<file path="config.mk">
export PLATFORM = sky130hd
export DESIGN_NAME = usd_shadow_port
export DESIGN_NICKNAME = d
export VERILOG_FILES = /design/src/logic/usd_pkg.sv /design/src/logic/usd_fifo_if.sv /design/src/logic/usd_fifo.sv /design/src/logic/usd_serial.sv /design/src/logic/usd_shadow_port.sv
export VERILOG_INCLUDE_DIRS = /design/src /design/src/logic
export SDC_FILE = /design/constraint.sdc
export NUM_CORES = 1
export LEC_CHECK = 0
export BUFFER_PORTS_ARGS = -buffer_cell sky130_fd_sc_hd__clkbuf_2
export CAP_MARGIN = 10
export CELL_PAD_IN_SITES_DETAIL_PLACEMENT = 0
export CELL_PAD_IN_SITES_GLOBAL_PLACEMENT = 1
export CORE_ASPECT_RATIO = 1.5
export CORE_UTILIZATION = 51
export CTS_BUF_LIST = sky130_fd_sc_hd__clkbuf_16
export DETAILED_ROUTE_END_ITERATION = 16
export PLACE_DENSITY_LB_ADDON = 0.15
export SETUP_SLACK_MARGIN = 0.3
export SLEW_MARGIN = 20
export SYNTH_ARGS = -nofsm -noshare
export SYNTH_HDL_FRONTEND = slang
export SYNTH_HIERARCHICAL = 1
export SYNTH_SLANG_ARGS = --single-unit
</file>
<file path="constraint.sdc">
create_clock -name i_clk -period 4.2 [get_ports i_clk]
set_clock_uncertainty 0.1 [all_clocks]
set_input_delay 0.21 -clock i_clk [delete_from_list [all_inputs] [get_ports i_clk]]
set_output_delay 0.21 -clock i_clk [all_outputs]
set_load 0.05 [all_outputs]
</file>
<file path="src/logic/usd_params.svh">
// Constants for the shadow receive/transmit data port block
`ifndef USD_PARAMS_SVH
`define USD_PARAMS_SVH

`define USD_WORD_BYTES 32'h00000004
`define USD_ADDR_SHADOW_1 32'h50001034
`define USD_ADDR_SHADOW_2 32'h50001038
`define USD_ADDR_SHADOW_BASE (`USD_ADDR_SHADOW_1 - `USD_WORD_BYTES)
`define USD_SHADOW_SPAN 32'h00000040
`define USD_ADDR_FIFO_CTRL 32'h50001008
`define USD_ADDR_MODE_CTRL 32'h5000100C
`define USD_ADDR_LINE_STATUS 32'h50001014
`define USD_ADDR_INT_STATUS 32'h50001080
`define USD_ADDR_INT_MASK 32'h50001084

`define USD_FCR_EN 0
`define USD_MODE_IR 0
`define USD_LSR_DR 0
`define USD_LSR_OE 1
`define USD_LSR_TX_HOLDING_EMPTY_FLAG 5
`define USD_LSR_TEMT 6
`define USD_INT_RX 0
`define USD_INT_OE 1
`define USD_INT_TX_HOLDING_EMPTY_FLAG 2
`define USD_INT_W 3

`define USD_DATA_W 8
`define USD_FIFO_DEPTH 16
`define USD_CLK_HZ 125000000
`define USD_BAUD 115200

`endif

</file>
<file path="src/logic/usd_pkg.sv">
// Types shared by the shadow data port modules
package usd_pkg;
   typedef enum logic [1:0] {
      USD_TX_IDLE = 2'h0,
      USD_TX_START = 2'h1,
      USD_TX_DATA = 2'h2,
      USD_TX_STOP = 2'h3
   } usd_tx_state_t;

   typedef enum logic [1:0] {
      USD_RX_IDLE = 2'h0,
      USD_RX_START = 2'h1,
      USD_RX_DATA = 2'h2,
      USD_RX_STOP = 2'h3
   } usd_rx_state_t;
endpackage

</file>
<file path="src/logic/usd_fifo_if.sv">
// Interface between a character queue and its user
`timescale 1ns/100ps
interface usd_fifo_if #(parameter int DW = 8, parameter int DEPTH = 16);
   localparam int CW = $clog2(DEPTH + 1);
   logic push;
   logic [DW-1:0] push_data;
   logic pop;
   logic single;
   logic flush;
   logic [DW-1:0] head;
   logic empty;
   logic full;
   logic [CW-1:0] count;
   modport fifo(input push, push_data, pop, single, flush, output head, empty, full, count);
   modport user(output push, push_data, pop, single, flush, input head, empty, full, count);
endinterface

</file>
<file path="src/logic/usd_fifo.sv">
// Character queue with a single-entry overwrite mode
`timescale 1ns/100ps
module usd_fifo #(
   parameter int DW = 8,
   parameter int DEPTH = 16
) (
   input wire logic i_clk,
   input wire logic i_rstn,
   usd_fifo_if.fifo f
);
   localparam int CW = $clog2(DEPTH + 1);
   localparam int PW = (DEPTH > 1) ? $clog2(DEPTH) : 1;
   localparam logic [PW-1:0] PTR_LAST = PW'(DEPTH - 1);
   localparam logic [CW-1:0] CNT_FULL = CW'(DEPTH);

   logic [DW-1:0] mem [DEPTH];
   logic [PW-1:0] rd_reg;
   logic [PW-1:0] wr_reg;
   logic [CW-1:0] count_reg;
   logic do_pop;
   logic do_push;
   logic do_over;

   assign f.empty = (count_reg == '0);
   assign f.full = f.single ? !f.empty : (count_reg == CNT_FULL);
   assign f.head = mem[rd_reg];
   assign f.count = count_reg;
   assign do_pop = f.pop && !f.empty;
   assign do_push = f.push && (!f.full || do_pop);
   assign do_over = f.push && f.full && f.single && !do_pop;

   always_ff @(posedge i_clk or negedge i_rstn) begin
      if (!i_rstn) begin
         rd_reg <= '0;
         wr_reg <= '0;
         count_reg <= '0;
      end else if (f.flush) begin
         rd_reg <= '0;
         wr_reg <= '0;
         count_reg <= '0;
      end else begin
         if (do_push) begin
            wr_reg <= (wr_reg == PTR_LAST) ? '0 : wr_reg + PW'(1);
         end
         if (do_pop) begin
            rd_reg <= (rd_reg == PTR_LAST) ? '0 : rd_reg + PW'(1);
         end
         count_reg <= count_reg + CW'(do_push) - CW'(do_pop);
      end
   end

   // Storage has no reset; the count alone says what is valid
   always_ff @(posedge i_clk) begin
      if (do_push && !f.flush) begin
         mem[wr_reg] <= f.push_data;
      end else if (do_over && !f.flush) begin
         mem[rd_reg] <= f.push_data;
      end
   end
endmodule // usd_fifo

</file>
<file path="src/logic/usd_serial.sv">
// Serial 8N1 shifter pair for transmit and receive
`timescale 1ns/100ps
module usd_serial #(
   parameter int CLKS_PER_BIT = 1085,
   parameter int DW = 8
) (
   input wire logic i_clk,
   input wire logic i_rstn,
   input wire logic i_tx_start,
   input wire logic [DW-1:0] i_tx_data,
   output logic o_tx_busy,
   output logic o_tx_line,
   input wire logic i_rx_line,
   output logic o_rx_valid,
   output logic [DW-1:0] o_rx_data
);
   localparam int CW = $clog2(CLKS_PER_BIT + 1);
   localparam int BW = (DW > 1) ? $clog2(DW) : 1;
   localparam logic [CW-1:0] BIT_LAST = CW'(CLKS_PER_BIT - 1);
   localparam logic [CW-1:0] HALF = CW'(CLKS_PER_BIT / 2);
   localparam logic [BW-1:0] BIT_TOP = BW'(DW - 1);

   usd_pkg::usd_tx_state_t tx_state_reg;
   usd_pkg::usd_rx_state_t rx_state_reg;
   logic [CW-1:0] tx_cnt_reg;
   logic [CW-1:0] rx_cnt_reg;
   logic [BW-1:0] tx_bit_reg;
   logic [BW-1:0] rx_bit_reg;
   logic [DW-1:0] tx_shift_reg;
   logic [DW-1:0] rx_shift_reg;
   logic tx_line_reg;
   logic rx_valid_reg;
   logic [DW-1:0] rx_data_reg;

   assign o_tx_busy = (tx_state_reg != usd_pkg::USD_TX_IDLE);
   assign o_tx_line = tx_line_reg;
   assign o_rx_valid = rx_valid_reg;
   assign o_rx_data = rx_data_reg;

   always_ff @(posedge i_clk or negedge i_rstn) begin
      if (!i_rstn) begin
         tx_state_reg <= usd_pkg::USD_TX_IDLE;
         tx_cnt_reg <= '0;
         tx_bit_reg <= '0;
         tx_shift_reg <= '0;
         tx_line_reg <= 1'b1;
      end else begin
         case (tx_state_reg)
            usd_pkg::USD_TX_IDLE: begin
               tx_line_reg <= 1'b1;
               tx_cnt_reg <= '0;
               if (i_tx_start) begin
                  tx_shift_reg <= i_tx_data;
                  tx_line_reg <= 1'b0;
                  tx_state_reg <= usd_pkg::USD_TX_START;
               end
            end
            usd_pkg::USD_TX_START: begin
               tx_cnt_reg <= tx_cnt_reg + CW'(1);
               if (tx_cnt_reg == BIT_LAST) begin
                  tx_cnt_reg <= '0;
                  tx_bit_reg <= '0;
                  tx_line_reg <= tx_shift_reg[0];
                  tx_state_reg <= usd_pkg::USD_TX_DATA;
               end
            end
            usd_pkg::USD_TX_DATA: begin
               tx_cnt_reg <= tx_cnt_reg + CW'(1);
               if (tx_cnt_reg == BIT_LAST) begin
                  tx_cnt_reg <= '0;
                  if (tx_bit_reg == BIT_TOP) begin
                     tx_line_reg <= 1'b1;
                     tx_state_reg <= usd_pkg::USD_TX_STOP;
                  end else begin
                     tx_bit_reg <= tx_bit_reg + BW'(1);
                     tx_shift_reg <= tx_shift_reg >> 1;
                     tx_line_reg <= tx_shift_reg[1];
                  end
               end
            end
            usd_pkg::USD_TX_STOP: begin
               tx_cnt_reg <= tx_cnt_reg + CW'(1);
               if (tx_cnt_reg == BIT_LAST) begin
                  tx_state_reg <= usd_pkg::USD_TX_IDLE;
               end
            end
            default: tx_state_reg <= usd_pkg::USD_TX_IDLE;
         endcase
      end
   end

   always_ff @(posedge i_clk or negedge i_rstn) begin
      if (!i_rstn) begin
         rx_state_reg <= usd_pkg::USD_RX_IDLE;
         rx_cnt_reg <= '0;
         rx_bit_reg <= '0;
         rx_shift_reg <= '0;
         rx_valid_reg <= 1'b0;
         rx_data_reg <= '0;
      end else begin
         rx_valid_reg <= 1'b0;
         case (rx_state_reg)
            usd_pkg::USD_RX_IDLE: begin
               rx_cnt_reg <= '0;
               if (!i_rx_line) begin
                  rx_state_reg <= usd_pkg::USD_RX_START;
               end
            end
            usd_pkg::USD_RX_START: begin
               rx_cnt_reg <= rx_cnt_reg + CW'(1);
               if (rx_cnt_reg == HALF) begin
                  rx_cnt_reg <= '0;
                  rx_bit_reg <= '0;
                  // A glitch shorter than half a bit is not a start bit
                  rx_state_reg <= i_rx_line ? usd_pkg::USD_RX_IDLE : usd_pkg::USD_RX_DATA;
               end
            end
            usd_pkg::USD_RX_DATA: begin
               rx_cnt_reg <= rx_cnt_reg + CW'(1);
               if (rx_cnt_reg == BIT_LAST) begin
                  rx_cnt_reg <= '0;
                  rx_shift_reg <= {i_rx_line, rx_shift_reg[DW-1:1]};
                  if (rx_bit_reg == BIT_TOP) begin
                     rx_state_reg <= usd_pkg::USD_RX_STOP;
                  end else begin
                     rx_bit_reg <= rx_bit_reg + BW'(1);
                  end
               end
            end
            usd_pkg::USD_RX_STOP: begin
               rx_cnt_reg <= rx_cnt_reg + CW'(1);
               if (rx_cnt_reg == BIT_LAST) begin
                  // Framing errors drop the byte silently
                  rx_valid_reg <= i_rx_line;
                  rx_data_reg <= rx_shift_reg;
                  rx_state_reg <= usd_pkg::USD_RX_IDLE;
               end
            end
            default: rx_state_reg <= usd_pkg::USD_RX_IDLE;
         endcase
      end
   end
endmodule // usd_serial

</file>
<file path="src/logic/usd_shadow_port.sv">
// Shadow receive/transmit data port with its status, control and bus slave
`timescale 1ns/100ps
`include "usd_params.svh"

module usd_shadow_port #(
   parameter int DW = `USD_DATA_W,
   parameter int FIFO_DEPTH = `USD_FIFO_DEPTH,
   parameter int CLKS_PER_BIT = `USD_CLK_HZ / `USD_BAUD
) (
   input wire logic i_clk,
   input wire logic i_rstn,
   input wire logic [31:0] i_avs_address,
   input wire logic i_avs_read,
   input wire logic i_avs_write,
   input wire logic [31:0] i_avs_writedata,
   input wire logic [3:0] i_avs_byteenable,
   output logic [31:0] o_avs_readdata,
   output logic o_avs_waitrequest,
   input wire logic i_uart_rx,
   input wire logic i_ir_rx,
   output logic o_uart_tx,
   output logic o_ir_tx_n,
   output logic o_irq
);
   logic waitreq_reg;
   logic [31:0] rdata_reg;
   logic rd_had_data_reg;
   logic [31:0] rd_val;
   logic [31:0] shadow_offs;
   logic shadow_hit;
   logic fcr_hit;
   logic mode_hit;
   logic lsr_hit;
   logic int_st_hit;
   logic int_mask_hit;
   logic req;
   logic take;
   logic fire;
   logic wr_ok;
   logic rd_fire;
   logic fcr_en_reg;
   logic ir_mode_reg;
   logic [`USD_INT_W-1:0] int_mask_reg;
   logic [`USD_INT_W-1:0] int_status_reg;
   logic [`USD_INT_W-1:0] int_clr;
   logic [`USD_INT_W-1:0] int_ev;
   logic irq_reg;
   logic oe_reg;
   logic tx_empty_d_reg;
   logic [7:0] lsr_val;
   logic rx_meta_reg;
   logic rx_sync_reg;
   logic ir_meta_reg;
   logic ir_sync_reg;
   logic rx_line;
   logic rx_valid;
   logic [DW-1:0] rx_data;
   logic rx_lost;
   logic tx_start;
   logic tx_busy;
   logic tx_line;
   logic uart_tx_reg;
   logic ir_tx_n_reg;

   usd_fifo_if #(.DW(DW), .DEPTH(FIFO_DEPTH)) rx_if ();
   usd_fifo_if #(.DW(DW), .DEPTH(FIFO_DEPTH)) tx_if ();

   usd_fifo #(.DW(DW), .DEPTH(FIFO_DEPTH)) u_rx_fifo (
      .i_clk(i_clk),
      .i_rstn(i_rstn),
      .f(rx_if.fifo)
   );

   usd_fifo #(.DW(DW), .DEPTH(FIFO_DEPTH)) u_tx_fifo (
      .i_clk(i_clk),
      .i_rstn(i_rstn),
      .f(tx_if.fifo)
   );

   usd_serial #(.CLKS_PER_BIT(CLKS_PER_BIT), .DW(DW)) u_serial (
      .i_clk(i_clk),
      .i_rstn(i_rstn),
      .i_tx_start(tx_start),
      .i_tx_data(tx_if.head),
      .o_tx_busy(tx_busy),
      .o_tx_line(tx_line),
      .i_rx_line(rx_line),
      .o_rx_valid(rx_valid),
      .o_rx_data(rx_data)
   );

   assign shadow_offs = i_avs_address - `USD_ADDR_SHADOW_BASE;
   assign shadow_hit = (shadow_offs < `USD_SHADOW_SPAN) && (i_avs_address[1:0] == 2'h0);
   assign fcr_hit = (i_avs_address == `USD_ADDR_FIFO_CTRL);
   assign mode_hit = (i_avs_address == `USD_ADDR_MODE_CTRL);
   assign lsr_hit = (i_avs_address == `USD_ADDR_LINE_STATUS);
   assign int_st_hit = (i_avs_address == `USD_ADDR_INT_STATUS);
   assign int_mask_hit = (i_avs_address == `USD_ADDR_INT_MASK);

   // One wait cycle per access; side effects land on the accepting edge
   assign req = i_avs_read || i_avs_write;
   assign take = req && waitreq_reg;
   assign fire = req && !waitreq_reg;
   assign wr_ok = fire && i_avs_write && i_avs_byteenable[0];
   assign rd_fire = fire && i_avs_read;

   always_comb begin
      lsr_val = 8'h00;
      lsr_val[`USD_LSR_DR] = !rx_if.empty;
      lsr_val[`USD_LSR_OE] = oe_reg;
      lsr_val[`USD_LSR_TX_HOLDING_EMPTY_FLAG] = tx_if.empty;
      lsr_val[`USD_LSR_TEMT] = tx_if.empty && !tx_busy;
   end

   always_comb begin
      rd_val = 32'h00000000;
      if (shadow_hit) begin
         if (!rx_if.empty) begin
            rd_val = 32'(rx_if.head);
         end
      end else if (fcr_hit) begin
         rd_val[`USD_FCR_EN] = fcr_en_reg;
      end else if (mode_hit) begin
         rd_val[`USD_MODE_IR] = ir_mode_reg;
      end else if (lsr_hit) begin
         rd_val = 32'(lsr_val);
      end else if (int_st_hit) begin
         rd_val = 32'(int_status_reg);
      end else if (int_mask_hit) begin
         rd_val = 32'(int_mask_reg);
      end
   end

   always_ff @(posedge i_clk or negedge i_rstn) begin
      if (!i_rstn) begin
         waitreq_reg <= 1'b1;
         rdata_reg <= 32'h00000000;
         rd_had_data_reg <= 1'b0;
      end else if (take) begin
         waitreq_reg <= 1'b0;
         rdata_reg <= i_avs_read ? rd_val : 32'h00000000;
         rd_had_data_reg <= !rx_if.empty;
      end else begin
         waitreq_reg <= 1'b1;
      end
   end

   always_ff @(posedge i_clk or negedge i_rstn) begin
      if (!i_rstn) begin
         fcr_en_reg <= 1'b0;
         ir_mode_reg <= 1'b0;
         int_mask_reg <= '0;
      end else if (wr_ok) begin
         if (fcr_hit) begin
            fcr_en_reg <= i_avs_writedata[`USD_FCR_EN];
         end
         if (mode_hit) begin
            ir_mode_reg <= i_avs_writedata[`USD_MODE_IR];
         end
         if (int_mask_hit) begin
            int_mask_reg <= i_avs_writedata[`USD_INT_W-1:0];
         end
      end
   end

   // Any FIFO control write with byte lane 0 enabled empties both queues, so a mode change never mixes depths
   assign rx_if.flush = wr_ok && fcr_hit;
   assign tx_if.flush = wr_ok && fcr_hit;
   assign rx_if.single = !fcr_en_reg;
   assign tx_if.single = !fcr_en_reg;

   assign rx_if.push = rx_valid;
   assign rx_if.push_data = rx_data;
   // A read answered with zero pops nothing, even if a byte lands meanwhile
   assign rx_if.pop = rd_fire && shadow_hit && rd_had_data_reg;
   assign rx_lost = rx_valid && rx_if.full && !rx_if.pop;

   assign tx_if.push = wr_ok && shadow_hit;
   assign tx_if.push_data = i_avs_writedata[DW-1:0];
   assign tx_start = !tx_if.empty && !tx_busy;
   assign tx_if.pop = tx_start;

   always_ff @(posedge i_clk or negedge i_rstn) begin
      if (!i_rstn) begin
         rx_meta_reg <= 1'b1;
         rx_sync_reg <= 1'b1;
         ir_meta_reg <= 1'b0;
         ir_sync_reg <= 1'b0;
      end else begin
         rx_meta_reg <= i_uart_rx;
         rx_sync_reg <= rx_meta_reg;
         ir_meta_reg <= i_ir_rx;
         ir_sync_reg <= ir_meta_reg;
      end
   end

   // select receive source
   // Infrared input is taken as full-width pulses, high for a zero bit
   assign rx_line = ir_mode_reg ? !ir_sync_reg : rx_sync_reg;

   always_ff @(posedge i_clk or negedge i_rstn) begin
      if (!i_rstn) begin
         oe_reg <= 1'b0;
      end else if (rx_lost) begin
         oe_reg <= 1'b1;
      end else if (rd_fire && lsr_hit) begin
         oe_reg <= 1'b0;
      end
   end

   always_comb begin
      int_ev = '0;
      int_ev[`USD_INT_RX] = rx_valid && !rx_lost;
      int_ev[`USD_INT_OE] = rx_lost;
      int_ev[`USD_INT_TX_HOLDING_EMPTY_FLAG] = tx_if.empty && !tx_empty_d_reg;
   end

   // Only bits that the read returned are cleared; a new event still sets
   assign int_clr = (rd_fire && int_st_hit) ? rdata_reg[`USD_INT_W-1:0] : '0;

   always_ff @(posedge i_clk or negedge i_rstn) begin
      if (!i_rstn) begin
         int_status_reg <= '0;
         tx_empty_d_reg <= 1'b1;
         irq_reg <= 1'b0;
      end else begin
         int_status_reg <= (int_status_reg & ~int_clr) | int_ev;
         tx_empty_d_reg <= tx_if.empty;
         irq_reg <= |(int_status_reg & int_mask_reg);
      end
   end

   always_ff @(posedge i_clk or negedge i_rstn) begin
      if (!i_rstn) begin
         uart_tx_reg <= 1'b1;
         ir_tx_n_reg <= 1'b1;
      end else begin
         uart_tx_reg <= ir_mode_reg ? 1'b1 : tx_line;
         ir_tx_n_reg <= ir_mode_reg ? tx_line : 1'b1;
      end
   end

   assign o_avs_readdata = rdata_reg;
   assign o_avs_waitrequest = waitreq_reg;
   assign o_uart_tx = uart_tx_reg;
   assign o_ir_tx_n = ir_tx_n_reg;
   assign o_irq = irq_reg;
endmodule // usd_shadow_port
</file>
==> results.py <==
metrics = {
    "cts": {
        "cts_resized": 0,
        "cts-root-buf": "clkbuf_16",
        "post_cts_buffers": 0,
        "clk_latency_ps": 530,
        "numCtsBuffers": 36,
        "htreeDepth": 2,
        "clk_pin_slew_ps": 60,
        "tritoncts": "done",
        "cts_hold_buf": 5,
        "clock_path_buffers": 3,
        "cts_num_sinks": 367,
    },
    "grt": {
        "grt_pass1_wl_mm": 53.4,
        "grt_antenna_before_repair": 0,
        "track_usage": 0.214,
        "grt_pass1_vias": 9712,
        "grt_max_degree": 54,
        "grt-ovfl-total": 0,
    },
    "die": {
        "ios": 110,
        "die-area_um2": 33000,
        "core_um2": 31700,
        "die_y_um": 222,
        "start_util": 0.518,
        "row_count": 80,
        "die_w_um": 149,
    },
    "sta": {
        "fin_tns_setup_ps": 0,
        "fmax_mhz": 278,
        "rsz0062_at_grt": "no",
        "maxSlewHeadroom": 0.341,
        "finalHoldViolations": 0,
        "post-route-period-util": 0.856,
        "report.final.setup_viol": 0,
        "worst_slack_ps": 605,
        "period_minus_slack_ps": 3600,
        "slew_violations": 0,
        "worstMarginPinSlew_ps": 988,
    },
    "worst_setup_path": {
        "cp-end-kind": "flip-flop",
        "cp_max_fo": 5,
        "critPathRequiredTime_ps": 4490,
        "crit_path_start_kind": "input port",
        "arrival_ps": 3880,
        "worst-setup-path-type": "input port to flip-flop",
    },
    "routing": {
        "drt-total-wl_mm": 33.6,
        "drt_iter0_markers": 544,
        "vias_per_cell": 5.69,
        "avgRoutedWirePerCell_um": 20.5,
        "drc": 0,
        "postRouteAntennaNets": 0,
        "first_pass_iters": 5,
        "vias": 9321,
    },
    "final_layout": {
        "fill_cells": 2446,
        "multiInputGateArea_um2": 5470,
        "insertedDiodeCount": 0,
        "layout.nets": 1307,
        "regArea_um2": 10500,
        "syn_to_final_growth_pct": 13.1,
        "drive_gt1_frac": 0.253,
        "reg_top3": "u_rx_fifo/mem (128), u_tx_fifo/mem (128)",
    },
    "synthesis": {
        "syn_area_um2": 16400,
        "ys_warn_count": 6,
        "netlist_instances": 1090,
        "postSynthAreaPerCell_um2": 15.1,
    },
    "power_and_ir_drop": {
        "internal_power_w": 0.00584,
        "ir_worst_vdd_v": 0.000359,
        "powerDensity_nw_per_um2": 391,
        "p_sw_frac": 0.196,
        "switchingPower_w": 0.00142,
        "p_comb_frac": 0.022,
        "seqPwrFrac": 0.533,
        "p_clk_frac": 0.446,
        "leakagePower_nw": 7.29,
    },
    "placement": {
        "hpwl_mm": 23.2,
        "preCtsSetupSlack_ps": 100,
        "portBuffers": 58,
        "gp_congestion": 0.790,
    },
    "outcome": {
        "status": "finished, final reports clean",
    },
    "worst_hold_path": {
        "min_path_type": "input port to flip-flop",
    },
    "run": {
        "maxCapViolations": 0,
    },
}
routing by layer:
metal  vias up  part of all wire  track usage
met3        67             0.025       0.0237
li1       4358                 -            -
met5         -                 0            0
met2       148              0.57        0.402
met1      4748              0.37        0.240
met4         0             0.038       0.0938
final cells by class:
type | count | area share
sequential | 367 | 0.564
inverter | 43 | 0.00875
clock inverter | 25 | 0.0133
tap | 410 | 0.0276
clock buffer | 38 | 0.0512
timing repair buffer | 118 | 0.0407
multi-input combinational | 636 | 0.295
per-stage QoR:
step	util	power (W)	cells	hold slack [ps]	area, µm²
final	0.586	0.00726	1637	27.8	18600
after global routing	0.586	0.00748	1637	33.1	18600
after CTS	0.586	0.00736	1637	2.74	18600
after detailed placement	0.546	0.00410	1569	70.7	17300
after global placement	0.546	0.00409	1569	73.2	17300
after floorplan	-	0.00403	1113	-186	16500
power by group through the flow:
| stage | combinational [W] | sequential [W] | clock, W |
|---|---|---|---|
| floorplan | 0.0000900 | 0.00394 | 0 |
| global placement | 0.000154 | 0.00394 | 0 |
| detailed placement | 0.000156 | 0.00394 | 0 |
| CTS | 0.000160 | 0.00387 | 0.00333 |
| global route | 0.000172 | 0.00387 | 0.00344 |
| finish | 0.000156 | 0.00387 | 0.00324 |
path summary, 6_finish.rpt:
check                                                          start                                to  slack [ps]  cells past startpoint
worst min-delay path                              i_avs_writedata[6]     u_tx_fifo/mem[8][6]$_DFFE_PP_          30                      1
worst min register to register                 rx_meta_reg$_DFF_PN1_             rx_sync_reg$_DFF_PN1_         260                      0
worst max register to register  u_serial/tx_state_reg[0]$_DFFE_PN0P_    u_tx_fifo/f.count[4]$_DFF_PN0_         650                     15
max in group asynchronous                                     i_rstn   u_tx_fifo/rd_reg[0]$_DFFE_PN0P_        2860                      3
worst max-delay path                               i_avs_address[11]    u_rx_fifo/f.count[4]$_DFF_PN0_         600                     17
min in group asynchronous                                     i_rstn  u_serial/tx_cnt_reg[4]$_DFF_PN0_          60                      2
cells in the final DEF (no fill, tap or decap), types with 24 or more instances in the layout:
cell type,count
edfxtp_1,256
dfrtp_1,100
nor2_1,68
mux4_2,64
clkbuf_2,57
buf_4,56
nand2_1,53
inv_1,47
clkbuf_16,38
mux2_2,35
nand3_1,33
a21oi_1,32
ha_1,29
conb_1,24
critical path, stage by stage:
cell,delay (ps)
clkbuf_2,80
or4_4,550
o41ai_4,350
xnor2_1,120
or4_4,540
nor3_1,310
nand2b_1,170
mux2i_2,90
nand2b_4,170
mux2i_1,170
ha_1,190
inv_1,60
fa_1,380
nor2b_1,170
o21bai_1,100
a21oi_1,150
nor3b_1,60
(Power assumes the default switching activity.)
